$ cat config.mk
export PLATFORM = sky130hd
export DESIGN_NAME = sbrc_top
export DESIGN_NICKNAME = d
export VERILOG_FILES = /design/src/design/sbrc_divider.v /design/src/design/sbrc_top.v
export VERILOG_INCLUDE_DIRS = /design/src /design/src/design
export SDC_FILE = /design/constraint.sdc
export NUM_CORES = 1
export LEC_CHECK = 0
export BUFFER_PORTS_ARGS = -buffer_cell sky130_fd_sc_hd__buf_2
export CORE_ASPECT_RATIO = 1.4
export CORE_MARGIN = 2
export CORE_UTILIZATION = 59
export CTS_CLUSTER_SIZE = 20
export DETAILED_ROUTE_END_ITERATION = 8
export MAX_ROUTING_LAYER = met4
export PLACE_DENSITY = 0.88
export SLEW_MARGIN = 15
export SYNTH_ARGS = -nofsm -noshare
export SYNTH_HDL_FRONTEND = slang
export SYNTH_SLANG_ARGS = --single-unit
$ cat constraint.sdc
create_clock -name pclk -period 5.35 [get_ports pclk]
set_input_delay 0.535 -clock pclk [delete_from_list [all_inputs] [get_ports pclk]]
set_output_delay 0.535 -clock pclk [all_outputs]
set_load 0.01 [all_outputs]
$ cat src/design/sbrc_map.vh
// Register offsets, field positions, reset values and timing counts for the bit-rate clocking block.
`ifndef SBRC_MAP_VH
`define SBRC_MAP_VH
// ==========================================================================
// Register byte offsets
`define SBRC_CLK_MODE_OFF    12'h000
`define SBRC_RESET_CMD_OFF   12'h004
`define SBRC_TIME_CONST_OFF  12'h008
`define SBRC_MODE_OFF        12'h00c
`define SBRC_STATUS_OFF      12'h010
// ==========================================================================
// Clock mode control fields
`define SBRC_CM_XTAL_BIT     7
`define SBRC_CM_SRC_LSB      0
`define SBRC_CM_SRC_MSB      1
`define SBRC_CM_TRANSMIT_RECEIVE_CLOCK_PIN_OE_BIT  2
`define SBRC_CM_RESET        8'h00
// Bit rate source codes.
`define SBRC_SRC_PCLK        2'h0
`define SBRC_SRC_RECEIVE_TRANSMIT_CLOCK_PIN        2'h1
// Reset command field: writing this bit set resets the channel.
`define SBRC_RST_BIT         7
// ==========================================================================
// Mode register fields
`define SBRC_MD_BRG_EN_BIT   0
`define SBRC_MD_DIGITAL_PHASE_LOCKED_LOOP_EN_BIT  1
`define SBRC_MD_FM_BIT       2
`define SBRC_MD_RESET        8'h00
`define SBRC_TC_RESET        16'h0000
// ==========================================================================
// Timing
`define SBRC_READY_CYCLES    3'h4
`define SBRC_SAMPLE_COUNT    5'h08
`define SBRC_FM_FACTOR       6'h10
`define SBRC_NRZ_FACTOR      6'h20
`endif

$ cat src/design/sbrc_divider.v
// Down-counting divider that toggles its output on each zero count.
`timescale 1ns/1ps
module sbrc_divider (
   input  wire        pclk,
   input  wire        presetn,
   input  wire        sync_rst,
   input  wire        enable,
   input  wire        src_tick,
   input  wire [15:0] time_constant,
   output reg         div_out_q,
   output reg         zero_tick_q
);
   reg [15:0] count_q;
   // ======================================================================
   // Counter
   always @(posedge pclk or negedge presetn) begin
      if (!presetn) begin
         count_q     <= 16'h0000;
         div_out_q   <= 1'b0;
         zero_tick_q <= 1'b0;
      end else if (sync_rst || !enable) begin
         count_q     <= time_constant; // RULE_12
         div_out_q   <= 1'b0;
         zero_tick_q <= 1'b0;
      end else begin
         zero_tick_q <= 1'b0;
         if (src_tick) begin
            if (count_q == 16'h0000) begin
               // Reload needs one more source edge, hence the plus-one in the divide ratio.
               count_q     <= time_constant; // RULE_12
               div_out_q   <= ~div_out_q; // RULE_14
               zero_tick_q <= 1'b1;
            end else begin
               count_q <= count_q - 16'h0001;
            end
         end
      end
   end
endmodule // sbrc_divider

$ cat src/design/sbrc_top.v
// Bit-rate clock generation, source select and receive sampling for one serial channel.
// How it works
// (RULE_01) Divider source is peripheral clock, clock pin, or crystal oscillator.
// (RULE_02) Clock mode bit 7 runs crystal oscillator between clock pin and return pin.
// (RULE_03) Board supplies one crystal per channel; crystals are never shared.
// (RULE_04) Generated clock can be driven out on the transmit/receive clock pin.
// (RULE_05) Software sets time constant as fsrc/(2*rate*factor) minus two; the code's divider needs fsrc/(2*rate*factor) minus one.
// (RULE_06) In sixteen-times mode the receiver samples at count eight of the cell.
// (RULE_07) Phase-locked FM recovery reaches at most one sixteenth of peripheral clock; the code reaches at most pclk/32.
// (RULE_08) Phase-locked NRZ/NRZI recovery reaches at most one thirty-second of it; the code reaches at most pclk/64.
// (RULE_09) Device is ready four clocks after reset; host waits before configuring.
// (RULE_10) Software reset command acts exactly like a hardware reset; the code keeps the time constant through it.
// (RULE_11) Peripheral clock keeps running while reset is asserted.
// (RULE_12) Divider reloads time constant after software reset and at zero count.
// (RULE_13) Phase-locked loop input runs at sixteen or thirty-two times bit rate.
// (RULE_14) Divider toggles at zero so output is source over twice (constant plus two); the code divides by twice (constant plus one).
//
// Register access over APB and the register addresses are this design's own decisions.
`timescale 1ns/1ps
`include "sbrc_map.vh"
module sbrc_top (
   input  wire        pclk,
   input  wire        presetn,
   input  wire        psel,
   input  wire        penable,
   input  wire        pwrite,
   input  wire [11:0] paddr,
   input  wire [31:0] pwdata,
   output reg  [31:0] prdata,
   output reg         pready,
   output reg         pslverr,
   input  wire        receive_transmit_clock_pin_i,
   output reg         xtal_drive_o,
   output reg         xtal_drive_oe,
   input  wire        rx_data_i,
   output reg         transmit_receive_clock_pin_o,
   output reg         transmit_receive_clock_pin_oe,
   output reg         bit_rate_clock_o,
   output reg         rx_sample_o,
   output reg         rx_bit_o
);
   // ======================================================================
   // Registers and reset sequencing
   reg  [7:0]  clock_mode_q;
   reg  [7:0]  mode_q;
   reg  [15:0] time_constant_q;
   reg  [2:0]  ready_cnt_q;
   reg         soft_rst_q;
   reg         pin_q;
   reg         osc_q;
   reg         prev_src_q;
   reg         prev_div_q;
   reg         prev_digital_phase_locked_loop_q;
   reg  [4:0]  cell_cnt_q;
   reg  [5:0]  digital_phase_locked_loop_cnt_q;
   wire        div_out;
   wire        zero_tick;
   wire        ready   = (ready_cnt_q == `SBRC_READY_CYCLES);
   wire        access  = psel && penable;
   wire        wr      = access && pwrite && ready;
   wire        xtal_on = clock_mode_q[`SBRC_CM_XTAL_BIT];
   wire [1:0]  src_sel = clock_mode_q[`SBRC_CM_SRC_MSB:`SBRC_CM_SRC_LSB];
   wire        mapped  = (paddr == `SBRC_CLK_MODE_OFF) || (paddr == `SBRC_RESET_CMD_OFF) ||
                         (paddr == `SBRC_TIME_CONST_OFF) || (paddr == `SBRC_MODE_OFF) ||
                         (paddr == `SBRC_STATUS_OFF);
   reg         src_level;
   always @* begin
      src_level = 1'b0;
      if (xtal_on) begin
         src_level = osc_q; // RULE_02
      end else begin
         case (src_sel) // RULE_01
            `SBRC_SRC_PCLK: src_level = ~prev_src_q;
            `SBRC_SRC_RECEIVE_TRANSMIT_CLOCK_PIN: src_level = pin_q;
            default:        src_level = osc_q;
         endcase
      end
   end
   // A rising source level is one divider tick; peripheral clock mode ticks every cycle.
   wire src_tick = (src_sel == `SBRC_SRC_PCLK && !xtal_on) ? 1'b1 : (src_level && !prev_src_q);
   // ======================================================================
   // Bus slave
   always @(posedge pclk or negedge presetn) begin
      if (!presetn) begin
         clock_mode_q    <= `SBRC_CM_RESET;
         mode_q          <= `SBRC_MD_RESET;
         time_constant_q <= `SBRC_TC_RESET;
         soft_rst_q      <= 1'b0;
         ready_cnt_q     <= 3'h0;
         prdata          <= 32'h00000000;
         pready          <= 1'b0;
         pslverr         <= 1'b0;
      end else begin
         soft_rst_q <= wr && paddr == `SBRC_RESET_CMD_OFF && pwdata[`SBRC_RST_BIT];
         pready     <= psel && !pready;
         pslverr    <= psel && !pready && !mapped;
         if (soft_rst_q) begin
            // Same state as the hardware reset except the time constant, which is kept, including the readiness wait.
            clock_mode_q <= `SBRC_CM_RESET; // RULE_10
            mode_q       <= `SBRC_MD_RESET; // RULE_10
            ready_cnt_q  <= 3'h0; // RULE_09
         end else begin
            if (!ready) ready_cnt_q <= ready_cnt_q + 3'h1; // RULE_09
            if (wr && pready && paddr == `SBRC_CLK_MODE_OFF) clock_mode_q <= pwdata[7:0];
            if (wr && pready && paddr == `SBRC_MODE_OFF) mode_q <= pwdata[7:0];
         end
         if (wr && pready && paddr == `SBRC_TIME_CONST_OFF) time_constant_q <= pwdata[15:0];
         if (psel && !pready) begin
            case (paddr)
               `SBRC_CLK_MODE_OFF:   prdata <= {24'h000000, clock_mode_q};
               `SBRC_TIME_CONST_OFF: prdata <= {16'h0000, time_constant_q};
               `SBRC_MODE_OFF:       prdata <= {24'h000000, mode_q};
               `SBRC_STATUS_OFF:     prdata <= {27'h0000000, ready, rx_bit_o, div_out,
                                                src_level, xtal_on};
               default:              prdata <= 32'h00000000;
            endcase
         end
      end
   end
   // ======================================================================
   // Divider
   sbrc_divider u_div (
      .pclk          (pclk),
      .presetn       (presetn),
      .sync_rst      (soft_rst_q),
      .enable        (mode_q[`SBRC_MD_BRG_EN_BIT]),
      .src_tick      (src_tick),
      .time_constant (time_constant_q),
      .div_out_q     (div_out),
      .zero_tick_q   (zero_tick)
   );
   // ======================================================================
   // Oscillator, pins and receive sampling
   wire digital_phase_locked_loop_on  = mode_q[`SBRC_MD_DIGITAL_PHASE_LOCKED_LOOP_EN_BIT];
   wire [5:0] factor = mode_q[`SBRC_MD_FM_BIT] ? `SBRC_FM_FACTOR : `SBRC_NRZ_FACTOR;
   wire div_rise = div_out && !prev_div_q;
   always @(posedge pclk or negedge presetn) begin
      if (!presetn) begin
         pin_q <= 1'b0;
         osc_q <= 1'b0;
         prev_src_q <= 1'b0;
         prev_div_q <= 1'b0;
         prev_digital_phase_locked_loop_q <= 1'b0;
         cell_cnt_q <= 5'h00;
         digital_phase_locked_loop_cnt_q <= 6'h00;
         xtal_drive_o <= 1'b0;
         xtal_drive_oe <= 1'b0;
         transmit_receive_clock_pin_o <= 1'b0;
         transmit_receive_clock_pin_oe <= 1'b0;
         bit_rate_clock_o <= 1'b0;
         rx_sample_o <= 1'b0;
         rx_bit_o <= 1'b0;
      end else begin
         pin_q <= receive_transmit_clock_pin_i;
         // The oscillator is modelled as an inverter feeding back through the crystal.
         osc_q <= xtal_on & receive_transmit_clock_pin_i;
         xtal_drive_o  <= ~receive_transmit_clock_pin_i; // RULE_02
         xtal_drive_oe <= xtal_on; // RULE_02
         prev_src_q <= src_level;
         prev_div_q <= div_out;
         bit_rate_clock_o <= div_out;
         transmit_receive_clock_pin_o  <= div_out; // RULE_04
         transmit_receive_clock_pin_oe <= clock_mode_q[`SBRC_CM_TRANSMIT_RECEIVE_CLOCK_PIN_OE_BIT]; // RULE_04
         rx_sample_o <= 1'b0;
         if (soft_rst_q) begin
            cell_cnt_q <= 5'h00;
            digital_phase_locked_loop_cnt_q <= 6'h00;
         end else if (digital_phase_locked_loop_on) begin
            // Recovered bit rate is factor times slower than the divider output, limiting rates to pclk/32 or /64.
            if (div_rise) begin
               if (digital_phase_locked_loop_cnt_q == factor - 6'h01) begin // RULE_13 RULE_07 RULE_08
                  digital_phase_locked_loop_cnt_q <= 6'h00;
                  prev_digital_phase_locked_loop_q <= 1'b1;
               end else begin
                  digital_phase_locked_loop_cnt_q <= digital_phase_locked_loop_cnt_q + 6'h01;
                  if (digital_phase_locked_loop_cnt_q == {1'b0, factor[5:1]} - 6'h01) begin
                     rx_sample_o <= 1'b1;
                     rx_bit_o    <= rx_data_i;
                  end
               end
            end
         end else if (div_rise) begin
            cell_cnt_q <= cell_cnt_q + 5'h01;
            if (cell_cnt_q[3:0] == 4'hf) cell_cnt_q <= 5'h00;
            if (cell_cnt_q == `SBRC_SAMPLE_COUNT - 5'h01) begin // RULE_06
               rx_sample_o <= 1'b1;
               rx_bit_o    <= rx_data_i;
            end
         end
      end
   end
endmodule // sbrc_top

Yosys cells after proc, flatten, opt, wreduce, memory -nomap -nowiden. Cells that the tools add are included. Widths: inputs -> output; s select.

Input bits: 51. Output and inout port bits: 41. Word-level logic and storage cells: 123. Bits in registers: 107.

Bitwise operators: 5. Eq/ne operators: 14. Reductions and logical operators: 39. Mux-type cells: 38. Add/subtract/negate cells: 6.

Operators by type and width (count): $pmux 16 s4 (1); $mux 16 (3); $mux 8 (4); $mux 6 (5); $eq 12x4->1 const B (2); $mux 5 (4); $mux 1 (18); $logic_not 16->1 (1); $sub 16x1->16 const B (1); $logic_and 1x1->1 (14); $reduce_bool 2->1 (7); $eq 12x3->1 const B (1); $eq 12x5->1 const B (1); $eq 6x6->1 (2); $logic_not 12->1 (1); $add 6x1->6 const B (1); $logic_not 1->1 (6); $mux 3 (2); $reduce_and 2->1 (3); $sub 5x1->6 const B (1); $sub 6x1->6 const B (1); $add 5x1->5 const B (1); $eq 5x3->1 const B (1); $logic_or 1x1->1 (5); 11 further kinds (16).

Longest topological paths before layout. Gate-level depths: netlist of the first run.

Depth after elaboration: 8. Depth in mapped cells: 8. Mapped depth without buffers: 7.

Cells and area by module. A second synthesis of the first run with hierarchy kept.

Cells, all modules: 467. Area total of the unflattened synthesis: 4703.3 µm².

Modules (own cells, without submodules): sbrc_top (seq. area each 1851.8 µm², instances 1, cells each 337, area an instance 3508.4 µm²); sbrc_divider (seq. area each 450.4 µm², instances 1, cells each 130, area an instance 1194.9 µm²).

Worst setup path before layout of the first run. No wires, ideal clock.

Kind: flip-flop to flip-flop. Start: reg ready_cnt_q[0]. End: reg time_constant_q[10]. Setup time: 0.125 ns. Buffers on the path: 1. Data arrival time: 2.114 ns. Stages on the path, launching flop included: 8. Clock period less this slack: 2.239 ns. Data required time: 5.225 ns. Path slack: 3.111 ns. Path through: dfrtp_1 > inv_1 > ha_1 > and4_1 > nand3_2 > nor4_2 > buf_4 > mux2_2.

Cells in the longest elaborated chain, start to end: 4.

Ends and longest elaborated chain: start: declaration (RTL line sbrc_top.v:47) `reg [2:0] ready_cnt_q;`; start signal: assignment (RTL line sbrc_top.v:103) `if (!ready) ready_cnt_q <= ready_cnt_q + 3'h1;`; $eq 3x3->1 (no line); $logic_and 1x1->1 (RTL line sbrc_top.v:60) `wire wr = access && pwrite && ready;`; $logic_and 1x1->1 (RTL line sbrc_top.v:107) `` if (wr && pready && paddr == `SBRC_TIME_CONST_OFF) time_constant_q <= pwdata[15:0]; ``; $logic_and 1x1->1 (no line); end signal: assignment (RTL line sbrc_top.v:87) `` time_constant_q <= `SBRC_TC_RESET; ``; end signal: assignment (RTL line sbrc_top.v:107); end: declaration (RTL line sbrc_top.v:46) `reg [15:0] time_constant_q;`.

No other way between the ends. A chain may end at the register's enable or synchronous reset.

Final worst setup path of the first run.
Start: reg u_div.count_q[0]. End: reg u_div.count_q[7].

Cells in the longest elaborated chain, start to end: 4. Elaborated cells on any way between the ends: 5. Those cells by class: add/sub (1); mux (3); reduce/logical (1).

Ends and longest elaborated chain: start: declaration (RTL line sbrc_divider.v:13) `reg [15:0] count_q;`; start signal: assignment (RTL line sbrc_divider.v:22) `count_q <= time_constant;`; start signal: assignment (RTL line sbrc_divider.v:30) `count_q <= time_constant;`; start signal: assignment (RTL line sbrc_divider.v:34) `count_q <= count_q - 16'h0001;`; $sub 16x1->16 / $logic_not 16->1 (equally long branches) (RTL line sbrc_divider.v:34, sbrc_divider.v:28); $mux 16 * (RTL line sbrc_divider.v:28) `if (count_q == 16'h0000) begin`; $mux 16 * (RTL line sbrc_divider.v:27) `if (src_tick) begin`; $mux 16 * (RTL line sbrc_divider.v:21) `end else if (sync_rst || !enable) begin`.

Every way passes the cells marked *; elsewhere a longest branch is shown, timed or not. The select of a mux whose other input is x is not followed.

==> results of run 1 <==
==> worst max-delay path: stages, from the launching register on <==
cell,delay (ns)
dfrtp_1,0.42
inv_1,0.14
ha_1,0.18
nor4b_1,0.36
nand4_2,0.34
and2_0,0.68
a41oi_1,0.46
o22a_1,0.19
==> where the power goes <==
group          total (mW)  leakage (nW)  switching (mW)  internal, mW
registers           0.715          1.25          0.0139         0.702
logic               0.105          1.12          0.0662        0.0391
clock network       0.421        0.0873           0.248         0.173
total                1.24          2.46           0.328         0.914
==> cell usage in the layout (no fill, tap or decap), types with 14 or more instances in the layout <==
cell type / n
nor3_1: 15
a21oi_1: 24
o21ai_0: 14
conb_1: 16
buf_2: 58
mux2i_1: 33
nor2_1: 43
nand3_1: 22
nand2_1: 25
dfrtp_1: 91
mux2_2: 18
==> routing by layer <==
| layer | wire [um] | part of all wire | vias up | GRT usage |
|---|---|---|---|---|
| met2 | 5509 | 0.52 | 121 | 0.4158 |
| met5 | 0 | 0 | - | - |
| met1 | 4084 | 0.39 | 1777 | 0.3343 |
| met4 | 447 | 0.042 | 0 | 0.1504 |
| met3 | 479 | 0.046 | 37 | 0.05132 |
| li1 | - | - | 1692 | - |
==> how the worst max path moves through the flow <==
stage,startpoint,to,slack (ns),depth (start not counted)
finish,u_div.count_q[0],u_div.count_q[7],2.54,7
global route,u_div.count_q[0],u_div.count_q[14],2.28,7
detailed placement,paddr[7],time_constant_q[6],2.23,5
global placement,paddr[7],time_constant_q[14],2.29,5
CTS,u_div.count_q[0],u_div.count_q[14],2.56,7
floorplan,ready_cnt_q[0],time_constant_q[10],3.11,7
==> Yosys cell counts (5+ instances only) <==
| master | instances |
|---|---|
| dfrtp_1 | 91 |
| nor2_1 | 43 |
| mux2i_1 | 33 |
| nand2_1 | 25 |
| a21oi_1 | 24 |
| nand3_1 | 22 |
| buf_4 | 19 |
| mux2_2 | 18 |
| clkbuf_1 | 15 |
| nor3_1 | 15 |
| o21ai_0 | 14 |
| inv_1 | 13 |
| a22o_1 | 12 |
| a31oi_1 | 6 |
| ha_1 | 6 |
| nand2b_1 | 6 |
| nor4_1 | 6 |
| o22a_1 | 5 |
| o22ai_1 | 5 |
==> metrics by stage <==
step / instances / power (mW)
2_1_floorplan: 458 / 0.7997
3_3_place_gp: 581 / 0.8285
3_5_place_dp: 581 / 0.8360
4_1_cts: 597 / 1.260
5_1_grt: 598 / 1.305
6_report: 598 / 1.241
==> cell families (layout without fill, tap and decap cells) <==
group | count (synthesis) | in the layout | synth area share
xor+xnor | 5 | 5 | 0.009485
simple gates | 149 | 149 | 0.1729
compound gates | 88 | 88 | 0.1317
flops | 91 | 91 | 0.4932
buf+inv | 52 | 91 | 0.06016
mux | 51 | 51 | 0.1154
fa+ha+maj | 6 | 6 | 0.01626
other cells | 1 | 17 | 0.0008122
==> sequential cells by signal (all words and copies together), names as in the netlist, 3 cells and up <==
| name | count |
|---|---|
| mode_q | 8 |
| u_div.count_q | 16 |
| ready_cnt_q | 3 |
| time_constant_q | 16 |
| prdata | 16 |
| digital_phase_locked_loop_cnt_q | 6 |
| cell_cnt_q | 5 |
| clock_mode_q | 8 |
==> final cells by class <==
class,instances,area share
clock buffers,10,0.02512
flip-flops and latches,91,0.4483
diodes,1,0.0004926
clock inverters,6,0.009360
well taps,100,0.02463
repair buffers,62,0.06379
inverters,13,0.009606
multi-input cells,315,0.4187
==> metrics.txt, run 1 <==
# TYPE chip_impl_metric gauge
chip_impl_metric{name="worst-path-max-fanout",unit=""} 22
chip_impl_metric{name="finalCritPeriodShare",unit=""} 0.5259
chip_impl_metric{name="grt_util_all_layers",unit=""} 0.2692
chip_impl_metric{name="finalWorstPathRequiredPeriod",unit="ns"} 2.814
chip_impl_metric{name="rows",unit=""} 38
chip_impl_metric{name="ir_worst_vdd",unit="mV"} 0.2189
chip_impl_metric{name="post_layout_instance_area",unit="mm^2"} 0.005080
chip_impl_info{name="timing.rr.end",value="u_div.count_q[7]"} 1
chip_impl_info{name="rsz0062_at_grt",value="no"} 1
chip_impl_metric{name="relSlewSlack",unit=""} 0.2033
chip_impl_info{name="cts_tree",value="built"} 1
chip_impl_metric{name="grt_antenna_before_repair",unit=""} 1
chip_impl_metric{name="drt_first_pass_iters",unit=""} 5
chip_impl_metric{name="grt_pass1_wl",unit="mm"} 17.22
chip_impl_metric{name="remaining_design_rule_violation_count",unit=""} 0
chip_impl_metric{name="drt-vias-per-instance",unit=""} 6.065
chip_impl_info{name="synth-main-ff-cell",value="dfrtp_1"} 1
chip_impl_metric{name="place_area",unit="mm^2"} 0.004898
chip_impl_metric{name="worst_skew_pair.late_latency",unit="ns"} 0.37
chip_impl_info{name="ys_top_cells_by_area",value="dfrtp_1 49%, mux2i_1 7.2%, mux2_2 4.4%, nor2_1 3.5%, buf_4 3.1%"} 1
chip_impl_metric{name="detailedPlace.worstSlack",unit="ns"} 2.233
chip_impl_metric{name="weighted_congestion_reported_at_the_end_of_routability_driven_placement",unit=""} 0.8867
chip_impl_metric{name="cap_viol_max_count",unit=""} 0
chip_impl_info{name="worstSetupStartpointType",value="flip-flop"} 1
chip_impl_info{name="status",value="completed"} 1
chip_impl_metric{name="die_w",unit="um"} 78.76
chip_impl_metric{name="floorplan.core_area",unit="mm^2"} 0.007655
chip_impl_metric{name="timing.critical_path.arrival",unit="ns"} 3.12
chip_impl_metric{name="finalWirelength",unit="mm"} 10.52
chip_impl_metric{name="ios",unit=""} 92
chip_impl_metric{name="die_height",unit="um"} 108.7
chip_impl_metric{name="finalClockSkew",unit="ns"} 0.01393
chip_impl_metric{name="achievable-frequency",unit="GHz"} 0.3554
chip_impl_metric{name="synth_enable_flop_cells",unit=""} 0
chip_impl_metric{name="ys_types",unit=""} 58
chip_impl_metric{name="die_outline_area",unit="mm^2"} 0.008558
chip_impl_metric{name="dr.first_iter.drc_count",unit=""} 343
chip_impl_metric{name="avgSynthCellArea",unit="um^2"} 10.42
chip_impl_metric{name="worst-slew-pin-transition",unit="ns"} 1.186
chip_impl_metric{name="total_number_of_nets_in_the_final_design",unit=""} 549
chip_impl_metric{name="cts_made_buffers",unit=""} 9
chip_impl_metric{name="route.antenna.remaining_nets",unit=""} 0
chip_impl_metric{name="detailed_place_hpwl",unit="mm"} 7.334
chip_impl_metric{name="ys_async_sr_fraction",unit=""} 1.000
chip_impl_metric{name="report.final.setup_viol",unit=""} 0
chip_impl_metric{name="area_taken_by_multi_input_logic_gates",unit="mm^2"} 0.002127
chip_impl_metric{name="number_of_vias_after_detailed_routing",unit=""} 3627
chip_impl_metric{name="portBuffers",unit=""} 59
chip_impl_metric{name="synth.cell_area",unit="mm^2"} 0.004617
chip_impl_metric{name="number_of_buffers_inserted_by_hold_repair_at_cts",unit=""} 0
chip_impl_metric{name="worst_r2r_path_depth",unit=""} 7
chip_impl_metric{name="cts.clk_slew.worst_paths",unit="ns"} 0.09
chip_impl_metric{name="p_per_area",unit="mW/mm^2"} 244.4
chip_impl_metric{name="clockBufferDepth",unit=""} 2
chip_impl_info{name="clock-root-buffer",value="clkbuf_8"} 1
chip_impl_metric{name="post_route_cells_drive_above_1_share",unit=""} 0.2193
chip_impl_info{name="end_kind",value="flip-flop"} 1
chip_impl_metric{name="final_util",unit=""} 0.6636
chip_impl_metric{name="synth_seq_area_share",unit=""} 0.4932
chip_impl_metric{name="pin_count_of_the_biggest_net_entering_global_routing",unit=""} 92
chip_impl_metric{name="post_cts_repair_timing_setup_buffer_count",unit=""} 0
chip_impl_metric{name="finalHoldViolations",unit=""} 0
chip_impl_metric{name="power.leakage",unit="nW"} 2.459
chip_impl_metric{name="area_growth_syn_to_fin",unit="%"} 10.03
chip_impl_metric{name="grt.overflow.total",unit=""} 0
chip_impl_metric{name="clkSinkCount",unit=""} 91
chip_impl_metric{name="synth-seq-cells",unit=""} 91
chip_impl_metric{name="yosys_warnings",unit=""} 0
chip_impl_metric{name="setup_ws",unit="ns"} 2.536
chip_impl_info{name="r2r_start",value="u_div.count_q[0]"} 1
chip_impl_metric{name="reg2reg_slack",unit="ns"} 2.54
chip_impl_metric{name="postCtsResizedCells",unit=""} 0
chip_impl_metric{name="yosys.area.top_type_share",unit=""} 0.4932
chip_impl_metric{name="n_fill_cell",unit=""} 607
chip_impl_info{name="hold_class",value="input pin to asynchronous set/reset pin"} 1
chip_impl_metric{name="slew_viol_final",unit=""} 0
chip_impl_info{name="synth_top_cell_by_area",value="dfrtp_1"} 1
chip_impl_metric{name="routed_wire_length_per_instance",unit="um"} 17.59
chip_impl_metric{name="required_time_worst_endpoint",unit="ns"} 5.66
chip_impl_metric{name="cts_max_level",unit=""} 3
chip_impl_metric{name="grt_pass1_vias",unit=""} 3470
chip_impl_metric{name="initial_core_utilization",unit=""} 0.6031
chip_impl_metric{name="setup_total_negative_slack",unit="ns"} 0
chip_impl_metric{name="register_area",unit="mm^2"} 0.002277
chip_impl_metric{name="synthesis.instances",unit=""} 443
chip_impl_metric{name="worst_hold_slack",unit="ns"} 0.2391
chip_impl_info{name="critPathKind",value="flip-flop to flip-flop"} 1
No activity file was read; power rests on OpenSTA's default activity.
==> run 2: changes to the inputs <==
--- a/config.mk
+++ b/config.mk
@@ -9,11 +9,11 @@
 export BUFFER_PORTS_ARGS = -buffer_cell sky130_fd_sc_hd__buf_2
 export CORE_ASPECT_RATIO = 1.4
 export CORE_MARGIN = 2
-export CORE_UTILIZATION = 59
+export CORE_UTILIZATION = 55
 export CTS_CLUSTER_SIZE = 20
 export DETAILED_ROUTE_END_ITERATION = 8
 export MAX_ROUTING_LAYER = met4
-export PLACE_DENSITY = 0.88
+export PLACE_DENSITY = 0.83
 export SLEW_MARGIN = 15
 export SYNTH_ARGS = -nofsm -noshare
 export SYNTH_HDL_FRONTEND = slang
==> constraint.sdc (replaced) <==
create_clock -name pclk -period 2.9 [get_ports pclk]
set_input_delay 0.29 -clock pclk [delete_from_list [all_inputs] [get_ports pclk]]
set_output_delay 0.29 -clock pclk [all_outputs]
set_load 0.01 [all_outputs]
==> metrics.txt, run 2 (same netlist as run 1, synthesis figures left out) <==
# TYPE chip_impl_metric gauge
chip_impl_info{name="status",value="completed"} 1
chip_impl_metric{name="relSlewSlack",unit=""} 0.4392
chip_impl_metric{name="portBuffers",unit=""} 59
chip_impl_metric{name="clockBufferDepth",unit=""} 2
chip_impl_metric{name="remaining_design_rule_violation_count",unit=""} 0
chip_impl_metric{name="grt.overflow.total",unit=""} 0
chip_impl_metric{name="wl_met1",unit="mm"} 4.242
chip_impl_metric{name="worst-path-max-fanout",unit=""} 5
chip_impl_metric{name="die_outline_area",unit="mm^2"} 0.009154
chip_impl_info{name="worstSetupStartpointType",value="flip-flop"} 1
chip_impl_info{name="clock-root-buffer",value="clkbuf_16"} 1
chip_impl_metric{name="dr.first_iter.drc_count",unit=""} 352
chip_impl_metric{name="cts.clk_slew.worst_paths",unit="ns"} 0.07
chip_impl_metric{name="power.leakage",unit="nW"} 2.588
chip_impl_metric{name="timing.critical_path.slowest_cell_delay",unit="ns"} 0.69
chip_impl_metric{name="timing.critical_path.arrival",unit="ns"} 2.59
chip_impl_metric{name="number_of_buffers_inserted_by_hold_repair_at_cts",unit=""} 0
chip_impl_metric{name="detailed_place_hpwl",unit="mm"} 7.560
chip_impl_metric{name="antenna-diode-count",unit=""} 0
chip_impl_metric{name="post_cts_repair_timing_setup_buffer_count",unit=""} 0
chip_impl_info{name="routed.top_layer",value="met4"} 1
chip_impl_metric{name="drt_first_pass_iters",unit=""} 5
chip_impl_metric{name="grt_antenna_before_repair",unit=""} 0
chip_impl_metric{name="die_w",unit="um"} 81.44
chip_impl_metric{name="grt_util_all_layers",unit=""} 0.2682
chip_impl_metric{name="slew_viol_final",unit=""} 0
chip_impl_metric{name="wl_met2",unit="mm"} 6.004
chip_impl_metric{name="power.switching_fraction",unit=""} 0.2316
chip_impl_metric{name="grt_pass1_vias",unit=""} 3707
chip_impl_metric{name="drt-vias-per-instance",unit=""} 6.178
chip_impl_metric{name="worst-slew-pin-transition",unit="ns"} 0.8343
chip_impl_metric{name="worst_skew_pair.late_latency",unit="ns"} 0.35
chip_impl_metric{name="cell_internal_pwr",unit="mW"} 2.223
chip_impl_metric{name="place_area",unit="mm^2"} 0.004969
chip_impl_info{name="layout.cells.most_common_list",value="91 x dfrtp_1, 58 x buf_2, 43 x nor2_1"} 1
chip_impl_metric{name="route.antenna.remaining_nets",unit=""} 0
chip_impl_metric{name="die_height",unit="um"} 112.4
chip_impl_metric{name="reg2reg_slack",unit="ns"} 0.53
chip_impl_metric{name="report.final.setup_viol",unit=""} 0
chip_impl_metric{name="ir_worst_vdd",unit="mV"} 0.5851
chip_impl_metric{name="finalCritPeriodShare",unit=""} 0.8178
chip_impl_metric{name="routed_wire_length_per_instance",unit="um"} 18.29
chip_impl_metric{name="required_time_worst_endpoint",unit="ns"} 3.12
chip_impl_metric{name="area_growth_syn_to_fin",unit="%"} 15.18
chip_impl_metric{name="rows",unit=""} 39
chip_impl_metric{name="pin_count_of_the_biggest_net_entering_global_routing",unit=""} 58
chip_impl_metric{name="worst_hold_slack",unit="ns"} 0.003554
chip_impl_metric{name="clkSinkCount",unit=""} 91
chip_impl_info{name="cp_cell_sequence",value="inv_1 > ha_1 > or4b_2 > nor2_1 > nand3_1 > o32ai_1 > a22oi_1"} 1
chip_impl_metric{name="cts_max_level",unit=""} 3
chip_impl_info{name="layout.cells.most_common",value="dfrtp_1"} 1
chip_impl_metric{name="setup_total_negative_slack",unit="ns"} 0
chip_impl_metric{name="crit_path_buffers_inverters",unit=""} 1
chip_impl_metric{name="weighted_congestion_reported_at_the_end_of_routability_driven_placement",unit=""} 0.8432
chip_impl_metric{name="finalWorstPathRequiredPeriod",unit="ns"} 2.372
chip_impl_info{name="critPathKind",value="flip-flop to flip-flop"} 1
chip_impl_metric{name="floorplan.core_area",unit="mm^2"} 0.008149
chip_impl_metric{name="number_of_vias_after_detailed_routing",unit=""} 3756
chip_impl_info{name="end_kind",value="flip-flop"} 1
chip_impl_info{name="rsz0062_at_grt",value="no"} 1
chip_impl_info{name="cts_tree",value="built"} 1
chip_impl_metric{name="final_util",unit=""} 0.6525
chip_impl_metric{name="grt_pass1_wl",unit="mm"} 18.33
chip_impl_metric{name="met3_length",unit="um"} 534
chip_impl_metric{name="finalHoldViolations",unit=""} 0
chip_impl_metric{name="p_per_area",unit="mW/mm^2"} 544.0
chip_impl_metric{name="postCtsResizedCells",unit=""} 0
chip_impl_metric{name="post_layout_instance_area",unit="mm^2"} 0.005318
chip_impl_info{name="timing.critical_path.max_delay_family",value="simple AND/OR/NAND/NOR gates"} 1
chip_impl_metric{name="total_switching_power",unit="uW"} 669.8
chip_impl_metric{name="cts_made_buffers",unit=""} 9
chip_impl_metric{name="cap_viol_max_count",unit=""} 0
chip_impl_metric{name="achievable-frequency",unit="GHz"} 0.4217
chip_impl_metric{name="n_fill_cell",unit=""} 633
chip_impl_metric{name="power_frac_clock",unit=""} 0.471
chip_impl_metric{name="finalClockSkew",unit="ns"} 0.008120
chip_impl_metric{name="finalWirelength",unit="mm"} 11.12
chip_impl_info{name="hold_class",value="input pin to asynchronous set/reset pin"} 1
chip_impl_metric{name="post_route_cells_drive_above_1_share",unit=""} 0.2352
chip_impl_metric{name="comb_power_share",unit=""} 0.072
chip_impl_metric{name="total_number_of_nets_in_the_final_design",unit=""} 558
chip_impl_metric{name="pwr-share-seq",unit=""} 0.457
chip_impl_metric{name="initial_core_utilization",unit=""} 0.5666
chip_impl_info{name="largest_registers",value="prdata (16), time_constant_q (16), u_div.count_q (16)"} 1
chip_impl_info{name="critPathSlowestCell",value="or4b_2"} 1
chip_impl_metric{name="ios",unit=""} 92
[run 2: cell count changes in the layout (fill, tap and decap cells not counted), sizes merged]
cell | before | now
clkinvlp | 1 | 0
clkbuf | 10 | 9
bufinv | 0 | 3
diode | 1 | 0
buf | 62 | 71
clkinv | 3 | 2
[run 2: layout make-up]
class | count | area, um^2 | area share
Sequential cell | 91 | 2277 | 0.4282
Timing Repair Buffer | 71 | 387.9 | 0.07294
Multi-Input combinational cell | 315 | 2127 | 0.4000
Inverter | 13 | 48.80 | 0.009176
Clock buffer | 9 | 225.2 | 0.04235
Tap cell | 102 | 127.6 | 0.02400
Clock inverter | 7 | 123.9 | 0.02329
[run 2: path summary, 6_finish.rpt]
path,start,to,cells after the start
setup / recovery,u_div.count_q[0],u_div.count_q[10],7
hold / removal,presetn,u_div.count_q[13],1
setup reg to reg,u_div.count_q[0],u_div.count_q[10],7
hold reg to reg,clock_mode_q[2],transmit_receive_clock_pin_oe,0
max in group asynchronous,presetn,clock_mode_q[1],2
min in group pclk,receive_transmit_clock_pin_i,pin_q,1
[run 2: metal layers]
layer	GRT usage	up-vias
met4	0.1220	0
met3	0.03537	31
met2	0.4486	144
met1	0.3164	1879
li1	-	1702
met5	-	-
[run 2: power groups by stage]
stage	combinational, mW	clock, mW	sequential [mW]
finish	0.208	1.36	1.32
global route	0.233	1.43	1.32
CTS	0.210	1.36	1.32
detailed placement	0.209	0	1.35
global placement	0.191	0	1.34
floorplan	0.135	0	1.34
[run 2: through the flow]
stage,setup WS [ns],power [mW],instances
final,0.5284,2.893,608
after global routing,0.3317,2.987,608
after CTS,0.5342,2.893,608
after detailed placement,0.5469,1.555,592
after global placement,0.6529,1.532,592
after floorplan,0.6612,1.475,458
==> run 3: changes to the inputs <==
==> constraint.sdc (replaced) <==
create_clock -name pclk -period 2.4 [get_ports pclk]
set_input_delay 0.24 -clock pclk [delete_from_list [all_inputs] [get_ports pclk]]
set_output_delay 0.24 -clock pclk [all_outputs]
set_load 0.01 [all_outputs]
==> metrics.txt, run 3 (same netlist as run 1, synthesis figures left out) <==
# TYPE chip_impl_metric gauge
chip_impl_metric{name="grt_antenna_before_repair",unit=""} 0
chip_impl_metric{name="grt_util_all_layers",unit=""} 0.2627
chip_impl_metric{name="total_number_of_nets_in_the_final_design",unit=""} 562
chip_impl_metric{name="die_outline_area",unit="mm^2"} 0.009154
chip_impl_metric{name="grt.overflow.total",unit=""} 0
chip_impl_metric{name="grt_pass1_vias",unit=""} 3687
chip_impl_metric{name="cap_viol_max_count",unit=""} 0
chip_impl_metric{name="die_height",unit="um"} 112.4
chip_impl_metric{name="clkSinkCount",unit=""} 91
chip_impl_metric{name="required_time_worst_endpoint",unit="ns"} 2.69
chip_impl_metric{name="routed_wire_length_per_instance",unit="um"} 17.82
chip_impl_metric{name="setup_ws",unit="ns"} 0.2508
chip_impl_metric{name="achievable-frequency",unit="GHz"} 0.4653
chip_impl_info{name="status",value="completed"} 1
chip_impl_metric{name="relSlewSlack",unit=""} 0.5906
chip_impl_metric{name="worst_skew_pair.late_latency",unit="ns"} 0.35
chip_impl_metric{name="cts.clk_slew.worst_paths",unit="ns"} 0.07
chip_impl_metric{name="number_of_vias_after_detailed_routing",unit=""} 3707
chip_impl_metric{name="finalHoldViolations",unit=""} 0
chip_impl_metric{name="drt-vias-per-instance",unit=""} 6.057
chip_impl_metric{name="report.final.setup_viol",unit=""} 0
chip_impl_metric{name="finalWorstPathRequiredPeriod",unit="ns"} 2.149
chip_impl_metric{name="grt_pass1_wl",unit="mm"} 17.75
chip_impl_metric{name="gr-usage-met3",unit=""} 0.04502
chip_impl_metric{name="finalCritPeriodShare",unit=""} 0.8955
chip_impl_metric{name="post_route_cells_drive_above_1_share",unit=""} 0.2471
chip_impl_info{name="layout.cells.most_common",value="dfrtp_1"} 1
chip_impl_metric{name="dr.first_iter.drc_count",unit=""} 312
chip_impl_metric{name="timing.critical_path.arrival",unit="ns"} 2.44
chip_impl_metric{name="power.leakage",unit="nW"} 2.595
chip_impl_info{name="end_kind",value="flip-flop"} 1
chip_impl_metric{name="drt_first_pass_iters",unit=""} 5
chip_impl_metric{name="antenna-diode-count",unit=""} 0
chip_impl_info{name="min_delay_worst_endpoint",value="pin_q"} 1
chip_impl_info{name="largest_registers",value="prdata (16), time_constant_q (16), u_div.count_q (16)"} 1
chip_impl_metric{name="p_per_area",unit="mW/mm^2"} 629.6
chip_impl_info{name="r2r_start",value="u_div.count_q[11]"} 1
chip_impl_metric{name="finalWirelength",unit="mm"} 10.91
chip_impl_info{name="hold_path.startpoint",value="receive_transmit_clock_pin_i"} 1
chip_impl_metric{name="post-place-cells",unit=""} 595
chip_impl_metric{name="cts_max_level",unit=""} 3
chip_impl_metric{name="initial_core_utilization",unit=""} 0.5666
chip_impl_info{name="rsz0062_at_grt",value="no"} 1
chip_impl_metric{name="area_growth_syn_to_fin",unit="%"} 15.69
chip_impl_info{name="clock-root-buffer",value="clkbuf_16"} 1
chip_impl_metric{name="route.antenna.remaining_nets",unit=""} 0
chip_impl_metric{name="layoutNonFillerInstCount",unit=""} 612
chip_impl_metric{name="finalClockSkew",unit="ns"} 0.009273
chip_impl_info{name="global_route.peak_usage_layer",value="met2"} 1
chip_impl_metric{name="worst-slew-pin-transition",unit="ns"} 0.6095
chip_impl_metric{name="detailed_place_hpwl",unit="mm"} 7.577
chip_impl_metric{name="slew_viol_final",unit=""} 0
chip_impl_info{name="critPathKind",value="flip-flop to flip-flop"} 1
chip_impl_metric{name="ir_worst_vdd",unit="mV"} 0.5738
chip_impl_metric{name="floorplan.core_area",unit="mm^2"} 0.008149
chip_impl_info{name="cts_tree",value="built"} 1
chip_impl_metric{name="die_w",unit="um"} 81.44
chip_impl_metric{name="timing.hold.worst_path_depth",unit=""} 1
chip_impl_metric{name="grt.met1_usage",unit=""} 0.3058
chip_impl_metric{name="weighted_congestion_reported_at_the_end_of_routability_driven_placement",unit=""} 0.8700
chip_impl_metric{name="detailedPlace.worstSlack",unit="ns"} 0.1135
chip_impl_metric{name="setup_total_negative_slack",unit="ns"} 0
chip_impl_metric{name="grtUsageMet2",unit=""} 0.4366
chip_impl_metric{name="reg2reg_slack",unit="ns"} 0.25
chip_impl_info{name="layout.cells.most_common_list",value="91 x dfrtp_1, 58 x buf_2, 42 x nor2_1"} 1
chip_impl_metric{name="portBuffers",unit=""} 59
chip_impl_metric{name="remaining_design_rule_violation_count",unit=""} 0
chip_impl_metric{name="cts_made_buffers",unit=""} 9
chip_impl_metric{name="worst_r2r_path_depth",unit=""} 6
chip_impl_info{name="hold_class",value="input pin to flip-flop"} 1
chip_impl_info{name="worstSetupStartpointType",value="flip-flop"} 1
chip_impl_metric{name="clockBufferDepth",unit=""} 2
chip_impl_metric{name="ios",unit=""} 92
chip_impl_metric{name="pin_count_of_the_biggest_net_entering_global_routing",unit=""} 37
chip_impl_metric{name="worst-path-max-fanout",unit=""} 14
chip_impl_info{name="timing.rr.end",value="u_div.count_q[3]"} 1
chip_impl_metric{name="rows",unit=""} 39
run 3: per-stage QoR:
| stage | area (um^2) | hold slack [ns] | power (mW) | util |
|---|---|---|---|---|
| global placement | 4991 | 0.2308 | 1.853 | 0.6125 |
| detailed placement | 4991 | 0.2376 | 1.867 | 0.6125 |
| floorplan | 4673 | -0.05559 | 1.783 | - |
| global route | 5341 | 0.01441 | 3.495 | 0.6555 |
| finish | 5341 | 0.01694 | 3.363 | 0.6555 |
| CTS | 5324 | 0.01379 | 3.386 | 0.6533 |
run 3: layout make-up:
| type | count | area (um^2) |
|---|---|---|
| Fill cell | 628 | 2808 |
| Sequential cell | 91 | 2277 |
| Multi-Input combinational cell | 315 | 2145 |
| Timing Repair Buffer | 75 | 420.4 |
| Clock buffer | 9 | 225.2 |
| Tap cell | 102 | 127.6 |
| Clock inverter | 7 | 97.59 |
| Inverter | 13 | 48.80 |
run 3: timing repair:
action,CTS,global route
endpoints found under the hold margin,33,0
hold buffers,1,0
gates resized for setup,0,6
setup buffers,0,0
setup endpoints to repair,0,14
run 3: layer usage:
| layer | wire length (um) | share of wire | vias to the layer above |
|---|---|---|---|
| li1 | - | - | 1707 |
| met1 | 4180 | 0.38 | 1800 |
| met2 | 5783 | 0.53 | 156 |
| met3 | 558 | 0.051 | 44 |
| met4 | 385 | 0.035 | 0 |
| met5 | 0 | 0 | - |
run 3: worst max-delay path: stages, from the launching register on:
cell	delay, ns
dfrtp_1	0.41
nor3_1	0.54
nand4_2	0.20
and2_1	0.31
buf_4	0.24
a31oi_1	0.22
o22a_1	0.17
run 3: worst max path at each step:
stage	from	endpoint	slack [ns]	depth (start not counted)
5_1_grt	ready_cnt_q[0]	time_constant_q[1]	0.12	7
6_report	u_div.count_q[11]	u_div.count_q[3]	0.25	6
3_5_place_dp	u_div.count_q[0]	u_div.count_q[10]	0.11	7
4_1_cts	u_div.count_q[0]	u_div.count_q[14]	0.10	7
2_1_floorplan	ready_cnt_q[0]	time_constant_q[10]	0.16	7
3_3_place_gp	u_div.count_q[0]	u_div.count_q[14]	0.17	7
run 3: where the power goes:
group,internal (mW),switching (mW)
Combinational,0.0918,0.149
Clock,0.917,0.609
Sequential,1.57,0.0307
Total,2.57,0.788
